===== src/core/och7_pkg.sv =====
package och7_pkg;

    // ----------------------------------------
    // register map
    // ----------------------------------------
    localparam logic [7:0] OCH7_CTRL_ADDR = 8'h2b;   // channel_seven_output_control
    localparam logic [7:0] OCH7_DIV_ADDR = 8'h2c;    // channel_seven_output_divider
    localparam logic [7:0] OCH7_STAT_ADDR = 8'h2d;   // read-only live state

    // ----------------------------------------
    // field positions inside the status word
    // ----------------------------------------
    localparam int OCH7_STAT_DIVACT_BIT = 0;   // divider in the clock path
    localparam int OCH7_STAT_CLK_BIT = 1;      // current channel clock level
    localparam int OCH7_STAT_LOADED_BIT = 2;   // nonvolatile defaults loaded

    // ----------------------------------------
    // field encodings
    // ----------------------------------------
    localparam logic [1:0] OCH7_SRC_PLL1 = 2'h0;
    localparam logic [1:0] OCH7_SRC_PLL2 = 2'h1;
    localparam logic [1:0] OCH7_SRC_PRI = 2'h2;
    localparam logic [1:0] OCH7_SRC_SEC = 2'h3;

    localparam logic [1:0] OCH7_FMT_OFF = 2'h0;
    localparam logic [1:0] OCH7_FMT_ACDIFF = 2'h1;
    localparam logic [1:0] OCH7_FMT_HCSL = 2'h2;
    localparam logic [1:0] OCH7_FMT_CMOS = 2'h3;

    // single-ended leg codes, shared by both legs
    localparam logic [1:0] OCH7_LEG_TRI = 2'h0;
    localparam logic [1:0] OCH7_LEG_LOW = 2'h1;
    localparam logic [1:0] OCH7_LEG_INV = 2'h2;
    localparam logic [1:0] OCH7_LEG_POS = 2'h3;

    // tail current in mA
    localparam logic [4:0] OCH7_MA_4 = 5'h04;
    localparam logic [4:0] OCH7_MA_6 = 5'h06;
    localparam logic [4:0] OCH7_MA_8 = 5'h08;
    localparam logic [4:0] OCH7_MA_16 = 5'h10;

    // ----------------------------------------
    // control word layout
    // ----------------------------------------
    typedef struct packed {
        logic [1:0] channel_source_select;   // [7:6]
        logic [1:0] format_select;           // [5:4]
        logic [1:0] driver_mode_first;       // [3:2]
        logic [1:0] driver_mode_second;      // [1:0]
    } och7_ctrl_type;

    // ----------------------------------------
    // reset values
    // ----------------------------------------
    localparam och7_ctrl_type OCH7_CTRL_RST = '{OCH7_SRC_PLL1, OCH7_FMT_ACDIFF, 2'h2, 2'h0};
    localparam logic [7:0] OCH7_DIV_RST = 8'h05;

endpackage


===== src/core/och7_ctrl.sv =====
// Our own choice: the address-and-strobe port.
`timescale 1ns/10ps
module och7_ctrl
    import och7_pkg::*;
(
    // clock and reset
    input wire logic mclk_in,
    input wire logic rst_n_in,
    // register port
    input wire logic [7:0] reg_addr_in,
    input wire logic [7:0] reg_wdata_in,
    input wire logic reg_wr_in,
    input wire logic reg_rd_in,
    output logic [7:0] reg_rdata_out,
    // nonvolatile store defaults
    input wire logic nv_load_in,
    input wire logic [7:0] nv_ctrl_in,
    input wire logic [7:0] nv_div_in,
    // clock sources, sampled levels
    input wire logic pll1_clk_in,
    input wire logic pll2_clk_in,
    input wire logic pri_ref_in,
    input wire logic sec_ref_in,
    // output driver
    output logic out_p_out,
    output logic out_p_oe_out,
    output logic out_n_out,
    output logic out_n_oe_out,
    output logic [4:0] tail_ma_out,
    output logic [1:0] hcsl_load_out
);

    // ----------------------------------------
    // register file
    // ----------------------------------------
    och7_ctrl_type ctrl_q;        // channel_seven_output_control
    logic [7:0] div_q;            // channel_seven_output_divider
    logic loaded_q;               // defaults taken from the store
    logic [7:0] rdata_q;          // read data, one cycle after strobe

    wire logic wr_ctrl = reg_wr_in && (reg_addr_in == OCH7_CTRL_ADDR);
    wire logic wr_div = reg_wr_in && (reg_addr_in == OCH7_DIV_ADDR);
    wire logic is_ref = ctrl_q.channel_source_select[1];   // codes 2 and 3
    wire logic div_act = !is_ref && (div_q != 8'h00);

    logic chan_clk_q;             // channel clock before the driver
    wire logic [7:0] stat_word = {5'h00, loaded_q, chan_clk_q, div_act};

    // unmapped reads answer zero
    wire logic [7:0] rd_mux = (reg_addr_in == OCH7_CTRL_ADDR) ? ctrl_q :
                              (reg_addr_in == OCH7_DIV_ADDR) ? div_q :
                              (reg_addr_in == OCH7_STAT_ADDR) ? stat_word : 8'h00;

    // software write wins over a store load in the same cycle
    always_ff @(posedge mclk_in or negedge rst_n_in) begin
        if (!rst_n_in) begin
            ctrl_q <= OCH7_CTRL_RST;
            div_q <= OCH7_DIV_RST;
            loaded_q <= 1'b0;
        end else begin
            if (wr_ctrl) begin
                ctrl_q <= och7_ctrl_type'(reg_wdata_in);
            end else if (nv_load_in) begin
                ctrl_q <= och7_ctrl_type'(nv_ctrl_in);
            end
            if (wr_div) begin
                div_q <= reg_wdata_in;
            end else if (nv_load_in) begin
                div_q <= nv_div_in;
            end
            if (nv_load_in) begin
                loaded_q <= 1'b1;
            end
        end
    end

    // read data stands only in the cycle after the strobe
    always_ff @(posedge mclk_in or negedge rst_n_in) begin
        if (!rst_n_in) begin
            rdata_q <= 8'h00;
        end else begin
            rdata_q <= reg_rd_in ? rd_mux : 8'h00;
        end
    end
    assign reg_rdata_out = rdata_q;

    // ----------------------------------------
    // source select and divider
    // ----------------------------------------
    logic src_lvl_q;              // selected source, sampled
    logic src_prev_q;             // for rising edge detection
    logic [7:0] cnt_q;            // source edges within a divided period

    wire logic src_sel = (ctrl_q.channel_source_select == OCH7_SRC_PLL1) ? pll1_clk_in :
                         (ctrl_q.channel_source_select == OCH7_SRC_PLL2) ? pll2_clk_in :
                         (ctrl_q.channel_source_select == OCH7_SRC_PRI) ? pri_ref_in : sec_ref_in;
    wire logic src_rise = src_lvl_q && !src_prev_q;
    wire logic cnt_wrap = (cnt_q >= div_q);
    // high for the first half of the divided period
    wire logic div_phase = (cnt_q <= {1'b0, div_q[7:1]});

    // sampling stage
    always_ff @(posedge mclk_in or negedge rst_n_in) begin
        if (!rst_n_in) begin
            src_lvl_q <= 1'b0;
            src_prev_q <= 1'b0;
        end else begin
            src_lvl_q <= src_sel;
            src_prev_q <= src_lvl_q;
        end
    end

    // counter restarts whenever the divider value is replaced, by software or
    // by a store load, so it never overshoots the new value
    always_ff @(posedge mclk_in or negedge rst_n_in) begin
        if (!rst_n_in) begin
            cnt_q <= 8'h00;
        end else if (wr_div || nv_load_in || !div_act) begin
            cnt_q <= 8'h00;
        end else if (src_rise) begin
            cnt_q <= cnt_wrap ? 8'h00 : cnt_q + 8'h01;
        end
    end

    // reference or ratio one: pass the source straight through
    always_ff @(posedge mclk_in or negedge rst_n_in) begin
        if (!rst_n_in) begin
            chan_clk_q <= 1'b0;
        end else begin
            chan_clk_q <= div_act ? div_phase : src_lvl_q;
        end
    end

    // ----------------------------------------
    // driver decode
    // ----------------------------------------
    wire logic [1:0] fmt = ctrl_q.format_select;
    wire logic [1:0] m1 = ctrl_q.driver_mode_first;
    wire logic [1:0] m2 = ctrl_q.driver_mode_second;
    wire logic is_cmos = (fmt == OCH7_FMT_CMOS);
    wire logic is_diff = (fmt == OCH7_FMT_ACDIFF) || (fmt == OCH7_FMT_HCSL);

    // code 3 gives 16 mA only for hcsl
    wire logic [4:0] ma_d = (m1 == 2'h0) ? OCH7_MA_4 :
                            (m1 == 2'h1) ? OCH7_MA_6 :
                            (m1 == 2'h2) ? OCH7_MA_8 :
                            (fmt == OCH7_FMT_HCSL) ? OCH7_MA_16 : OCH7_MA_8;

    // each leg of a single-ended driver
    wire logic p_oe_cmos = (m1 != OCH7_LEG_TRI);
    wire logic n_oe_cmos = (m2 != OCH7_LEG_TRI);
    wire logic p_lvl_cmos = (m1 == OCH7_LEG_POS) ? chan_clk_q :
                            (m1 == OCH7_LEG_INV) ? !chan_clk_q : 1'b0;
    wire logic n_lvl_cmos = (m2 == OCH7_LEG_POS) ? chan_clk_q :
                            (m2 == OCH7_LEG_INV) ? !chan_clk_q : 1'b0;

    // driver registers; disabled format leaves both legs undriven
    always_ff @(posedge mclk_in or negedge rst_n_in) begin
        if (!rst_n_in) begin
            out_p_out <= 1'b0;
            out_n_out <= 1'b0;
            out_p_oe_out <= 1'b0;
            out_n_oe_out <= 1'b0;
            tail_ma_out <= 5'h00;
            hcsl_load_out <= 2'h0;
        end else begin
            out_p_oe_out <= is_diff || (is_cmos && p_oe_cmos);
            out_n_oe_out <= is_diff || (is_cmos && n_oe_cmos);
            out_p_out <= is_diff ? chan_clk_q : (is_cmos && p_lvl_cmos);
            out_n_out <= is_diff ? !chan_clk_q : (is_cmos && n_lvl_cmos);
            tail_ma_out <= is_diff ? ma_d : 5'h00;
            hcsl_load_out <= (fmt == OCH7_FMT_HCSL) ? m2 : 2'h0;
        end
    end
endmodule


===== config.mk =====
export PLATFORM = sky130hd
export DESIGN_NAME = och7_ctrl
export DESIGN_NICKNAME = d
export VERILOG_FILES = /design/src/core/och7_pkg.sv /design/src/core/och7_ctrl.sv
export SDC_FILE = /design/constraint.sdc
export NUM_CORES = 1
export LEC_CHECK = 0
export BUFFER_PORTS_ARGS = -buffer_cell sky130_fd_sc_hd__clkbuf_2
export CAP_MARGIN = 20
export CORE_AREA = 2 2 72 74
export DETAILED_ROUTE_END_ITERATION = 16
export DIE_AREA = 0 0 74 76
export GPL_TIMING_DRIVEN = 0
export HOLD_SLACK_MARGIN = 0.03
export PLACE_DENSITY = 0.75
export SETUP_SLACK_MARGIN = 0.5
export SLEW_MARGIN = 20
export SYNTH_ARGS = -nofsm -noshare
export SYNTH_HDL_FRONTEND = slang
export SYNTH_SLANG_ARGS = --single-unit

===== constraint.sdc =====
create_clock -name mclk_in -period 2.7 [get_ports mclk_in]
set_input_delay 0.27 -clock mclk_in [delete_from_list [all_inputs] [get_ports mclk_in]]
set_output_delay 0.27 -clock mclk_in [all_outputs]
set_load 0.01 [all_outputs]

* Yosys cells after proc, flatten, opt, wreduce, memory -nomap -nowiden
Index checks and enable logic that the tools add are counted.
** Storage, ports and cells
- Flip-flop bits (word level) :: 47
- Logic and storage cells :: 85
- Output and inout port bits :: 19
- Bits of input ports :: 41
** Cells by class
- Eq/ne operators :: 13
- $lt $le $gt $ge :: 2
- Reduce and logical (&&, ||, !) cells :: 25
- Add/subtract/negate cells :: 1
- Mux-type cells :: 27
** Operator list (number)
- 8-bit 2-to-1 mux :: 10
- 5-bit 2-to-1 mux :: 5
- 8-bit by 6-bit equality test with 1-bit output, second input constant :: 3
- 2-bit equality test, second input constant :: 7
- 1-bit 2-to-1 mux :: 10
- 2-bit nonzero test :: 5
- 8-bit by 1-bit adder with 8-bit output, second input constant :: 1
- 8-bit greater-or-equal comparator :: 1
- 8-bit by 7-bit less-or-equal comparator with 1-bit output :: 1
- 1-bit logical AND :: 8
- 8-bit nonzero test :: 1
- 2-bit by 1-bit equality test with 1-bit output, second input constant :: 3
- 1-bit logical OR :: 5
- 1-bit logical NOT :: 4
- 2-bit logical NOT :: 2
- 3-bit 2-to-1 mux :: 1
- 2-bit 2-to-1 mux :: 1

* Depth between registers and ports, before layout
Gate-level depths: netlist (run 1).
- Word-level depth :: 6
- Mapped depth :: 7
- Mapped depth without buffers :: 7

* Worst setup path after synthesis (run 1)
Ideal clock, no wire load.
- Path kind :: register -> register
- From :: register div_q[2]
- To :: register cnt_q[7]
- Setup time :: 0.126 ns
- Path slack :: 0.803 ns
- Arrival time :: 1.771 ns
- Path buffers :: 0
- Stages on the path, launching flop included :: 8
- Period minus slack after synthesis :: 1.897 ns
- Data required time :: 2.574 ns
- Cells stage by stage :: dfstp_2 inv_1 ha_1 o211ai_1 o21a_1 o21ai_2 nor4b_4 a221o_1
** On the way
- Cells in the longest elaborated chain, start to end :: 5
- Elaborated cells between the ends (all ways) :: 9
- Classes of those cells :: 1 x order compare; 3 x mux; 5 x reduce/logical
** Ends and longest elaborated chain
- start, declared :: line och7_ctrl.sv:37 : logic [7:0] div_q;
- start signal, assigned :: line och7_ctrl.sv:67 : div_q <= reg_wdata_in;
- start signal, assigned :: line och7_ctrl.sv:69 : div_q <= nv_div_in;
- branches (longest 5 deep; another with 8-bit greater-or-equal comparator)
- end signal, assigned :: line och7_ctrl.sv:121 : cnt_q <= cnt_wrap ? 8'h00 : cnt_q + 8'h01;
- end, declared :: line och7_ctrl.sv:92 : logic [7:0] cnt_q;
Parallel ways; which one is timed is not known. The select of a mux whose other input is x is not followed.
A chain may end at the register's enable or synchronous reset.

* Final worst setup path (run 1)
Same ends and word-level chain as after synthesis.

==> results of run 1 <==
logic make-up (layout without fill, tap and decap cells):
group                      Yosys count  in the layout  synth area share [%]
AOI/OAI and AO/OA                   56             56                  14.8
other                                1              1                 0.146
buffers and inverters               21             87                  3.37
muxes                               21             21                  8.74
and+or+nand+nor                     80             80                  19.0
adders and majority gates           18             18                  8.79
DFF                                 46             46                  45.1
synthesized netlist by cell type (5+ instances only):
cell,count,share of area [%]
a21oi_1,18,3.5
nand3_1,5,0.98
inv_1,13,1.9
and2_1,5,1.2
a22o_1,5,1.7
ha_1,18,8.8
nand2_1,11,1.6
mux2i_1,19,7.4
a22oi_1,5,1.5
dfrtp_1,42,41
o21ai_0,7,1.4
nor2_1,26,3.8
nor2b_1,11,2.7
layout make-up:
cell class / instances / area (sq um)
sequential: 46 / 1160
multi-input combinational: 176 / 1330
tap: 70 / 87.6
timing repair buffer: 58 / 300
clock inverter: 3 / 21.3
buffer: 8 / 37.5
inverter: 13 / 48.8
clock buffer: 5 / 68.8
fill: 407 / 1860
flip-flops by register name, summed over array words and instances (netlist names):
name / flops
out_n_oe_out: 1
ctrl_q: 2
loaded_q: 1
src_lvl_q: 1
div_q: 8
cnt_q: 8
reg_rdata_out: 8
out_p_out: 1
src_prev_q: 1
tail_ma_out: 4
m2: 2
chan_clk_q: 1
out_n_out: 1
out_p_oe_out: 1
m1: 2
hcsl_load_out: 2
fmt: 2
where the power goes:
| part | internal (mW) | switching, mW |
|---|---|---|
| registers | 0.747 | 0.0548 |
| logic | 0.122 | 0.136 |
| clock network | 0.182 | 0.252 |
| total | 1.05 | 0.442 |
per-layer routing:
layer	vias to the layer above	global-route usage (%)
met2	63	30.0
met5	-	0
met4	0	6.00
met3	4	4.23
li1	1011	-
met1	920	30.8
through the flow:
| step | cells | instance area (sq um) | hold slack (ns) | worst slack [ns] | power [mW] |
|---|---|---|---|---|---|
| after CTS | 377 | 3020 | 0.188 | 0.561 | 1.50 |
| after global placement | 369 | 2930 | 0.418 | 0.562 | 1.06 |
| after floorplan | 243 | 2560 | -0.0256 | 0.803 | 0.958 |
| after detailed placement | 369 | 2930 | 0.418 | 0.577 | 1.07 |
| final | 379 | 3050 | 0.193 | 0.567 | 1.49 |
| after global routing | 379 | 3050 | 0.199 | 0.508 | 1.57 |
repair_timing:
action / in CTS / in global routing
resized for setup: 0 / 1
endpoints found under the setup margin: 0 / 8
setup buffers: 0 / 1
hold endpoints to repair: 0 / 42
hold buffers: 0 / 1
worst max-delay path by stage:
stage,from,endpoint,slack (ns)
floorplan,div_q[2],cnt_q[7],0.80
global placement,div_q[2],cnt_q[6],0.56
detailed placement,div_q[2],cnt_q[7],0.58
CTS,div_q[2],cnt_q[7],0.56
global route,div_q[2],cnt_q[6],0.51
finish,div_q[2],cnt_q[7],0.57
worst max-delay path: stages (launching register included):
cell and delay [ns]:
dfstp_2 0.59, inv_1 0.07, ha_1 0.27, o211ai_1 0.08, o21a_1 0.20, o21ai_4 0.25, nor4b_4 0.08, buf_4 0.17
a221o_1 0.31
==> summary.txt, run 1 <==
Status
  • Status: complete, no violations

Layout
  • Layout cells sized above 1: 26.5%
  • Most frequent cells in the layout: clkbuf_2, dfrtp_1, nor2_1
  • Final core occ: 62.0%
  • # nets final: 367
  • # diodes: 0
  • Most common cell after layout, fill and taps aside: clkbuf_2
  • Syn-to-layout area delta: 18.9%

Drt
  • Routed vias: 1998
  • Post-DR wirelength/cell: 14.2 um
  • Top layer in use: met4
  • Met3 wire length: 242 um
  • Routed WL: 5370 um
  • Antenna Nets Post-Route: 0
  • Met2 WL: 2410 um
  • Wire length on met1: 2660 um
  • DR DRC count: 0
  • Via density: 5.27
  • Drt first pass iters: 4
  • Drt initial violations: 107

Job
  • MaxCap Viol Count: 0

GRT
  • Total Routing Usage GR: 20.6%
  • Initial antenna violation count: 0
  • Largest net degree at the start of global routing: 47
  • Vias in the first global route: 1842
  • First-pass GRT wire length: 9030 um
  • Total gr overflow: 0

Floorplan
  • Row Count: 26
  • Die height: 76 um
  • I/O pin cnt: 60
  • Die W: 74 um
  • Starting Density: 52.2%
  • Core Region: 4910 sq um
  • Die area: 5620 sq um

STA
  • Clock skew: 0.00820 ns
  • Max-slew violations: 0
  • Endpoints failing hold: 0
  • Unrepaired setup endpoints after global routing: no
  • # setup viols final: 0
  • Worst slew pin tran: 0.575 ns
  • Slew Limit Headroom: 61.6%
  • F_max: 469 MHz
  • Min Tclk post-route: 2.13 ns
  • Final Cycle Share: 79.0%
  • Setup TNS: 0 ns

Critical path
  • Required @ worst endpoint: 2.90 ns
  • RR Endpoint: cnt_q[7]
  • Worst-path maximum fanout: 8
  • Kind of critical path: flop to flop
  • Setup crit end kind: flop
  • R2r worst-path depth: 8
  • R2R setup slack: 0.57 ns
  • Startpoint of the worst register-to-register path: div_q[2]
  • CP Data Arrival Time: 2.33 ns
  • Crit start category: flop

Place
  • Placed wire-length estimate: 4040 um
  • PortBufs: 56
  • Gpl congestion: 0.891

Clock tree
  • Clock sinks: 46
  • CTS root buf: clkbuf_8
  • Clock tree buffer depth: 2
  • Clock-pin slew on the worst setup and hold paths: 0.09 ns
  • CTS Buf Count: 5
  • TritonCTS clock tree: built
  • Clk_lat worst skew: 0.31 ns
  • H-Tree Depth: 2

Synth
  • Post-synth EDFFs: 0
  • Count of warnings emitted by yosys: 0
  • Synth unique cells: 46
  • Ys flop type: dfrtp_1
  • Post-Synthesis Cells: 243
  • Sequential element share of the synthesized area: 45.1%
  • Synthesized area: 2560 sq um
  • Yosys reg bits: 46
  • Syn_area_per_cell: 10.5 sq um
  • Async SR Flop Fraction: 100%
  • Post-Synthesis Net Count: 302

Pwr
  • Pleak: 1.58 nW
  • Worst vdd ir: 0.000230 V
  • PwrDens: 490 nW/um^2

Min path
  • Hold Startpoint: reg_wdata_in[0]
  • Worst Hold Class: input pin to flop
  • Hold worst-path end: div_q[0]
  • Hold Path Cell Cnt: 3
(Power assumes the default switching activity.)
==> run 2, diff against run 1 <==
--- a/config.mk
+++ b/config.mk
@@ -5,14 +5,15 @@
 export SDC_FILE = /design/constraint.sdc
 export NUM_CORES = 1
 export LEC_CHECK = 0
+export ABC_AREA = 1
 export BUFFER_PORTS_ARGS = -buffer_cell sky130_fd_sc_hd__clkbuf_2
 export CAP_MARGIN = 20
-export CORE_AREA = 2 2 72 74
+export CORE_AREA = 2 2 74 76
 export DETAILED_ROUTE_END_ITERATION = 16
-export DIE_AREA = 0 0 74 76
+export DIE_AREA = 0 0 76 78
 export GPL_TIMING_DRIVEN = 0
 export HOLD_SLACK_MARGIN = 0.03
-export PLACE_DENSITY = 0.75
+export PLACE_DENSITY = 0.74
 export SETUP_SLACK_MARGIN = 0.5
 export SLEW_MARGIN = 20
 export SYNTH_ARGS = -nofsm -noshare
==> constraint.sdc (replaced) <==
create_clock -name mclk_in -period 2 [get_ports mclk_in]
set_input_delay 0.2 -clock mclk_in [delete_from_list [all_inputs] [get_ports mclk_in]]
set_output_delay 0.2 -clock mclk_in [all_outputs]
set_load 0.01 [all_outputs]
==> summary.txt, run 2 <==
Critical path
  • Slowest CP cell: dfstp_2
  • Crit start category: flop
  • R2r worst-path depth: 11 (+3)
  • Kind of critical path: flop to flop
  • CP Data Arrival Time: 1.85 ns (-0.48 ns)
  • Worst path max stage delay: 0.56 ns (-0.03 ns)
  • Worst-path maximum fanout: 8 (unchanged)
  • Setup crit end kind: flop
  • CP cell instances: inv_4 > ha_4 > nand2_2 > nor2_2 > nor2_1 > nand2_1 > nand2_2 > nand2_8 > nor2_1 > nand3_1 > nand2_1
  • Required @ worst endpoint: 2.20 ns (-0.70 ns)

Synth
  • Yosys reg bits: 46 (unchanged)
  • Syn_area_per_cell: 7.90 sq um (-25%)
  • Async SR Flop Fraction: 100% (unchanged)
  • Synth cell count leaders: nand2_1, inv_1, nand3_1
  • Sequential element share of the synthesized area: 42.7% (-2.4 points)
  • Synthesized area: 2710 sq um (+5.7%)
  • Synth unique cells: 38 (-17%)
  • Count of warnings emitted by yosys: 0 (unchanged)
  • Yosys top cell by area: dfrtp_1
  • Ys flop type: dfrtp_1
  • Synth top area share: 38.8% (-2.2 points)
  • Most frequent cell after synthesis: nand2_1
  • Post-Synthesis Cells: 343 (+41%)
  • Top cells by area, synth: dfrtp_1, nand2_1, nand3_1
  • Post-Synthesis Net Count: 402 (+33%)
  • Post-synth EDFFs: 0 (unchanged)

Clock tree
  • TritonCTS clock tree: built
  • Clk_lat worst skew: 0.31 ns (about the same)
  • Clock tree buffer depth: 2 (unchanged)
  • H-Tree Depth: 2 (unchanged)
  • CTS root buf: clkbuf_8
  • Clock-pin slew on the worst setup and hold paths: 0.09 ns (about the same)
  • CTS Buf Count: 5 (unchanged)
  • Clock sinks: 46 (unchanged)

STA
  • Max-slew violations: 0 (unchanged)
  • Worst slew pin tran: 0.567 ns (-0.00860 ns)
  • F_max: 607 MHz (+29%)
  • Setup TNS: 0 ns (unchanged)
  • # setup viols final: 0 (unchanged)
  • Fin worst setup slack: 0.353 ns (-0.214 ns)
  • Endpoints failing hold: 0 (unchanged)
  • Unrepaired setup endpoints after global routing: yes
  • Clock skew: 0.00201 ns (-0.00619 ns)
  • Min Tclk post-route: 1.65 ns (-0.486 ns)
  • Final Cycle Share: 82.4% (+3.4 points)
  • Slew Limit Headroom: 62.2% (+0.57 points)

Drt
  • Via density: 5.22 (-1.0%)
  • Antenna Nets Post-Route: 0 (unchanged)
  • DR DRC count: 0 (unchanged)
  • Drt initial violations: 203 (+90%)
  • Routed vias: 2531 (+27%)
  • Drt first pass iters: 4 (unchanged)
  • Routed WL: 6730 um (+25%)
  • Post-DR wirelength/cell: 13.9 um (-2.0%)

Floorplan
  • Starting Density: 53.7% (+1.6 points)
  • Row Count: 26 (unchanged)
  • Die height: 78 um (+2.6%)
  • Die area: 5930 sq um (+5.4%)
  • I/O pin cnt: 60 (unchanged)
  • Core Region: 5040 sq um (+2.6%)
  • Die W: 76 um (+2.7%)

Layout
  • Final design area excluding fillers: 3440 sq um (+13%)
  • Most common cell after layout, fill and taps aside: nand2_1
  • Syn-to-layout area delta: 27.2%
  • Non-Filler Instances: 485 (+28%)
  • # nets final: 473 (+29%)
  • Most frequent cells in the layout: nand2_1, clkbuf_2, nand3_1
  • Layout cells sized above 1: 30.4% (+3.8 points)
  • # diodes: 0 (unchanged)

Job
  • MaxCap Viol Count: 0 (unchanged)

Min path
  • Worst Hold Class: input pin to flop
  • Hold Path Cell Cnt: 3 (unchanged)

Place
  • PortBufs: 57 (+1.8%)
  • Gpl congestion: 0.828 (-7.1%)
  • Worst slack at placement: 0.264 ns (-0.313 ns)
  • Post-DP Area: 3090 sq um (+5.3%)
  • Placed wire-length estimate: 4770 um (+18%)
  • Post-placement cell count: 470 (+27%)

GRT
  • Total Routing Usage GR: 23.7% (+3.1 points)
  • First-pass GRT wire length: 11200 um (+24%)
  • Vias in the first global route: 2437 (+32%)
  • Met1 GRT Util: 31.8% (+1.0 points)
  • Met2 usage in global routing: 39.4% (+9.4 points)
  • Total gr overflow: 0 (unchanged)
  • Initial antenna violation count: 0 (unchanged)
  • Largest net degree at the start of global routing: 47 (unchanged)
  • Met3 usage in global routing: 4.19% (-0.047 points)
  • GR peak layer: met2

Pwr
  • Pwr Total: 2.28 mW (+53%)
  • Worst vdd ir: 0.000529 V (+130%)
  • PwrDens: 662 nW/um^2 (+35%)
  • Pleak: 1.77 nW (+12%)

Status
  • Status: complete, no violations
==> run 2: changes by cell type in the layout (fill, tap and decap cells not counted), sizes merged, moves of 4 or more <==
cell | before | now
nor2b | 11 | 0
nor3b | 4 | 0
nand2 | 11 | 78
inv | 13 | 50
a22oi | 5 | 0
mux2i | 19 | 0
a22o | 5 | 0
a21oi | 19 | 15
o211ai | 1 | 13
buf | 6 | 15
nor2 | 26 | 34
o31ai | 4 | 0
and2 | 5 | 0
nand3 | 5 | 51
==> run 2: path summary, 6_finish.rpt <==
kind,from,endpoint,slack (ns)
worst min-delay path,nv_div_in[0],div_q[0],0.11
min in group asynchronous,rst_n_in,ctrl_q[7],0.42
worst min register to register,src_lvl_q,src_prev_q,0.44
max in group asynchronous,rst_n_in,cnt_q[0],1.15
worst max-delay path,div_q[2],cnt_q[2],0.35
worst max register to register,div_q[2],cnt_q[2],0.35
==> run 2: what timing repair did <==
action,in CTS,in global routing
pin swaps,15,21
hold buffers,0,1
endpoints found under the hold margin,0,42
gates resized for setup,13,30
setup endpoints to repair,10,11
buffers inserted,4,2
==> run 2: cell type report <==
class	count	area, sq um
tap	70	87.6
clock inverter	3	45.0
buffer	9	70.1
inverter	50	190
fill	420	1600
sequential	46	1160
timing repair buffer	64	343
clock buffer	5	68.8
multi-input combinational	238	1480
==> run 2: layer usage <==
layer | vias up | share of wire, %
met3 | 8 | 4.2
met4 | 0 | 1.3
met2 | 65 | 47
li1 | 1259 | -
met5 | - | 0
met1 | 1199 | 47
==> run 2: power by group <==
| part | internal, mW | switching, mW |
|---|---|---|
| registers | 1.01 | 0.0691 |
| clock network | 0.372 | 0.335 |
| logic | 0.211 | 0.286 |
==> run 2: critical path: cells and delay by family, from the launching register on <==
kind | cells | cell delay, ns
adders and majority gates | 1 | 0.25
DFF | 1 | 0.56
buffers and inverters | 1 | 0.05
and+or+nand+nor | 9 | 0.66
==> run 2: cells by family after synthesis <==
| family | count (synthesis) | synth area share (%) |
|---|---|---|
| buffers and inverters | 59 | 9.10 |
| XOR/XNOR | 3 | 0.970 |
| AO/OA/AOI/OAI | 41 | 9.42 |
| flip-flops | 46 | 42.7 |
| adder cells (fa/ha/maj) | 18 | 8.31 |
| other | 1 | 0.138 |
| AND/OR/NAND/NOR | 175 | 29.4 |
==> run 2: through the flow <==
step | util (%) | hold WS, ns
6_report | 68.3 | 0.111
5_1_grt | 68.3 | 0.119
4_1_cts | 64.9 | 0.113
3_5_place_dp | 61.2 | 0.415
3_3_place_gp | 61.2 | 0.417
2_1_floorplan | - | -0.0956
==> run 3, diff against run 2 <==
--- a/config.mk
+++ b/config.mk
@@ -5,15 +5,15 @@
 export SDC_FILE = /design/constraint.sdc
 export NUM_CORES = 1
 export LEC_CHECK = 0
-export ABC_AREA = 1
+export ABC_AREA = 0
 export BUFFER_PORTS_ARGS = -buffer_cell sky130_fd_sc_hd__clkbuf_2
 export CAP_MARGIN = 20
-export CORE_AREA = 2 2 74 76
+export CORE_AREA = 2 2 77 79
 export DETAILED_ROUTE_END_ITERATION = 16
-export DIE_AREA = 0 0 76 78
+export DIE_AREA = 0 0 79 81
 export GPL_TIMING_DRIVEN = 0
 export HOLD_SLACK_MARGIN = 0.03
-export PLACE_DENSITY = 0.74
+export PLACE_DENSITY = 0.69
 export SETUP_SLACK_MARGIN = 0.5
 export SLEW_MARGIN = 20
 export SYNTH_ARGS = -nofsm -noshare
==> constraint.sdc (replaced) <==
create_clock -name mclk_in -period 1.41 [get_ports mclk_in]
set_input_delay 0.141 -clock mclk_in [delete_from_list [all_inputs] [get_ports mclk_in]]
set_output_delay 0.141 -clock mclk_in [all_outputs]
set_load 0.01 [all_outputs]
==> summary.txt, run 3 (synthesis results as in run 1) <==
Clock tree
  • TritonCTS clock tree: built
  • CTS root buf: clkbuf_8
  • Clock tree buffer depth: 2 (unchanged)
  • Clock-pin slew on the worst setup and hold paths: 0.10 ns (about the same)
  • H-Tree Depth: 2 (unchanged)
  • Clk_lat worst skew: 0.31 ns (about the same)
  • Clock sinks: 46 (unchanged)
  • CTS Buf Count: 5 (unchanged)

STA
  • Fin worst setup slack: -0.669 ns (-1.02 ns)
  • Clock skew: 0.0110 ns (+0.00901 ns)
  • F_max: 481 MHz (-21%)
  • # setup viols final: 11 (+11)
  • Endpoints failing hold: 42 (+42)
  • Worst slew pin tran: 0.621 ns (+0.0538 ns)
  • Min Tclk post-route: 2.08 ns (+0.431 ns)
  • Slew Limit Headroom: 58.6% (-3.6 points)
  • Unrepaired setup endpoints after global routing: yes
  • Max-slew violations: 0 (unchanged)
  • Final Cycle Share: 147% (+65 points)
  • Hold_ws: -0.137 ns (-0.249 ns)

GRT
  • Total Routing Usage GR: 20.8% (-2.8 points)
  • Initial antenna violation count: 0 (unchanged)
  • Total gr overflow: 0 (unchanged)
  • First-pass GRT wire length: 10400 um (-6.5%)
  • Largest net degree at the start of global routing: 47 (unchanged)
  • Vias in the first global route: 2142 (-12%)

Place
  • PortBufs: 56 (-1.8%)
  • Post-DP Area: 3090 sq um (+0.24%)
  • Placed wire-length estimate: 4370 um (-8.4%)
  • Gpl congestion: 0.854 (+3.2%)
  • Worst slack at placement: -0.826 ns (-1.09 ns)

Critical path
  • Worst-path maximum fanout: 8 (unchanged)
  • Required @ worst endpoint: 1.60 ns (-0.60 ns)
  • Kind of critical path: flop to flop
  • Crit start category: flop
  • CP Data Arrival Time: 2.27 ns (+0.42 ns)
  • Setup crit end kind: flop

Drt
  • DR DRC count: 0 (unchanged)
  • Routed vias: 2191 (-13%)
  • Routed WL: 6670 um (-0.98%)
  • Drt initial violations: 84 (-59%)
  • Post-DR wirelength/cell: 16.2 um (+17%)
  • Antenna Nets Post-Route: 0 (unchanged)
  • Via density: 5.33 (+2.2%)
  • Drt first pass iters: 4 (unchanged)

Floorplan
  • Die W: 79 um (+3.9%)
  • Starting Density: 45.1% (-8.6 points)
  • Row Count: 28 (+7.7%)
  • Die area: 6400 sq um (+7.9%)
  • Die height: 81 um (+3.8%)
  • I/O pin cnt: 60 (unchanged)
  • Core Region: 5680 sq um (+13%)

Pwr
  • Pwr Total: 3.38 mW (+48%)
  • Worst vdd ir: 0.000589 V (+11%)
  • PwrDens: 898 nW/um^2 (+36%)
  • Pleak: 1.81 nW (+2.7%)

Layout
  • Syn-to-layout area delta: 46.9%
  • Final design area excluding fillers: 3760 sq um (+9.3%)
  • Layout cells sized above 1: 53.9% (+24 points)
  • Most common cell after layout, fill and taps aside: dfrtp_1
  • # diodes: 0 (unchanged)
  • # nets final: 394 (-17%)
  • Final core occ: 66.3% (-2.0 points)
  • Most frequent cells in the layout: dfrtp_1, clkbuf_2, nor2_1

Status
  • Violated checks: hold timing, setup timing
  • Status: finished with violations

Min path
  • Worst Hold Class: input pin to asynchronous set/reset pin

Job
  • MaxCap Viol Count: 0 (unchanged)
[run 3: cell types whose count changed in the layout (fill, tap and decap cells not counted), sizes merged, moves of 5 or more]
cell,delta
inv,-36
mux2i,+19
a22oi,+5
clkbuf,-19
nor2b,+11
a22o,+5
and2,+5
o211ai,-12
nand2,-67
nand3,-46
nor2,-8
buf,+40
[run 3: timing repair]
| item | CTS | global route |
|---|---|---|
| endpoints found under the hold margin | 42 | 42 |
| resized for setup | 41 | 53 |
| setup buffers | 16 | 12 |
| pin swaps | 24 | 28 |
| cloned | 0 | 1 |
| setup endpoints to repair | 62 | 62 |
[run 3: cell type report]
| cell class | count | area, sq um |
|---|---|---|
| clock buffers | 5 | 68.8 |
| fillers | 433 | 1910 |
| clock inverters | 3 | 43.8 |
| flip-flops and latches | 46 | 1160 |
| plain buffers | 8 | 104 |
| inverters | 13 | 48.8 |
| well taps | 75 | 93.8 |
| multi-input cells | 176 | 1640 |
| repair buffers | 85 | 606 |
[run 3: path summary, 6_finish.rpt]
path,depth (start not counted),slack [ns],from,endpoint
setup reg to reg,8,-0.67,div_q[2],cnt_q[7]
max in group asynchronous,1,1.09,rst_n_in,cnt_q[1]
min in group mclk_in,3,0.08,reg_wdata_in[4],fmt[0]
setup / recovery,8,-0.67,div_q[2],cnt_q[7]
hold reg to reg,0,0.49,src_lvl_q,src_prev_q
hold / removal,1,-0.14,rst_n_in,m2[1]
[run 3: metal layers]
layer,vias up,GRT usage (%),share of wire [%]
met1,1060,27.8,45
met2,57,34.8,50
li1,1064,-,-
met4,0,6.03,1.5
met5,-,0,0
met3,10,3.89,4.4
[run 3: critical path, stage by stage, from the launching register on]
cell and delay, ns:
dfstp_2 0.57, inv_2 0.06, ha_4 0.25, o211ai_1 0.09
o21a_1 0.25, o21ai_4 0.21, nor4b_4 0.07, buf_6 0.14
a221o_1 0.31
[run 3: per-stage QoR]
stage                     hold WS (ns)  TNS [ns]  instances
after CTS                       -0.101     -5.52        398
after global placement           0.400     -6.40        374
after detailed placement         0.227     -6.85        374
after floorplan                 -0.155     -3.40        243
after global routing           -0.0857     -6.27        411
final                           -0.137     -5.51        411
[run 3: report_power, final]
part | switching, mW | internal [mW] | total, mW
clock network | 0.472 | 0.532 | 1.00
registers | 0.115 | 1.43 | 1.55
logic | 0.379 | 0.447 | 0.827
total | 0.966 | 2.41 | 3.38
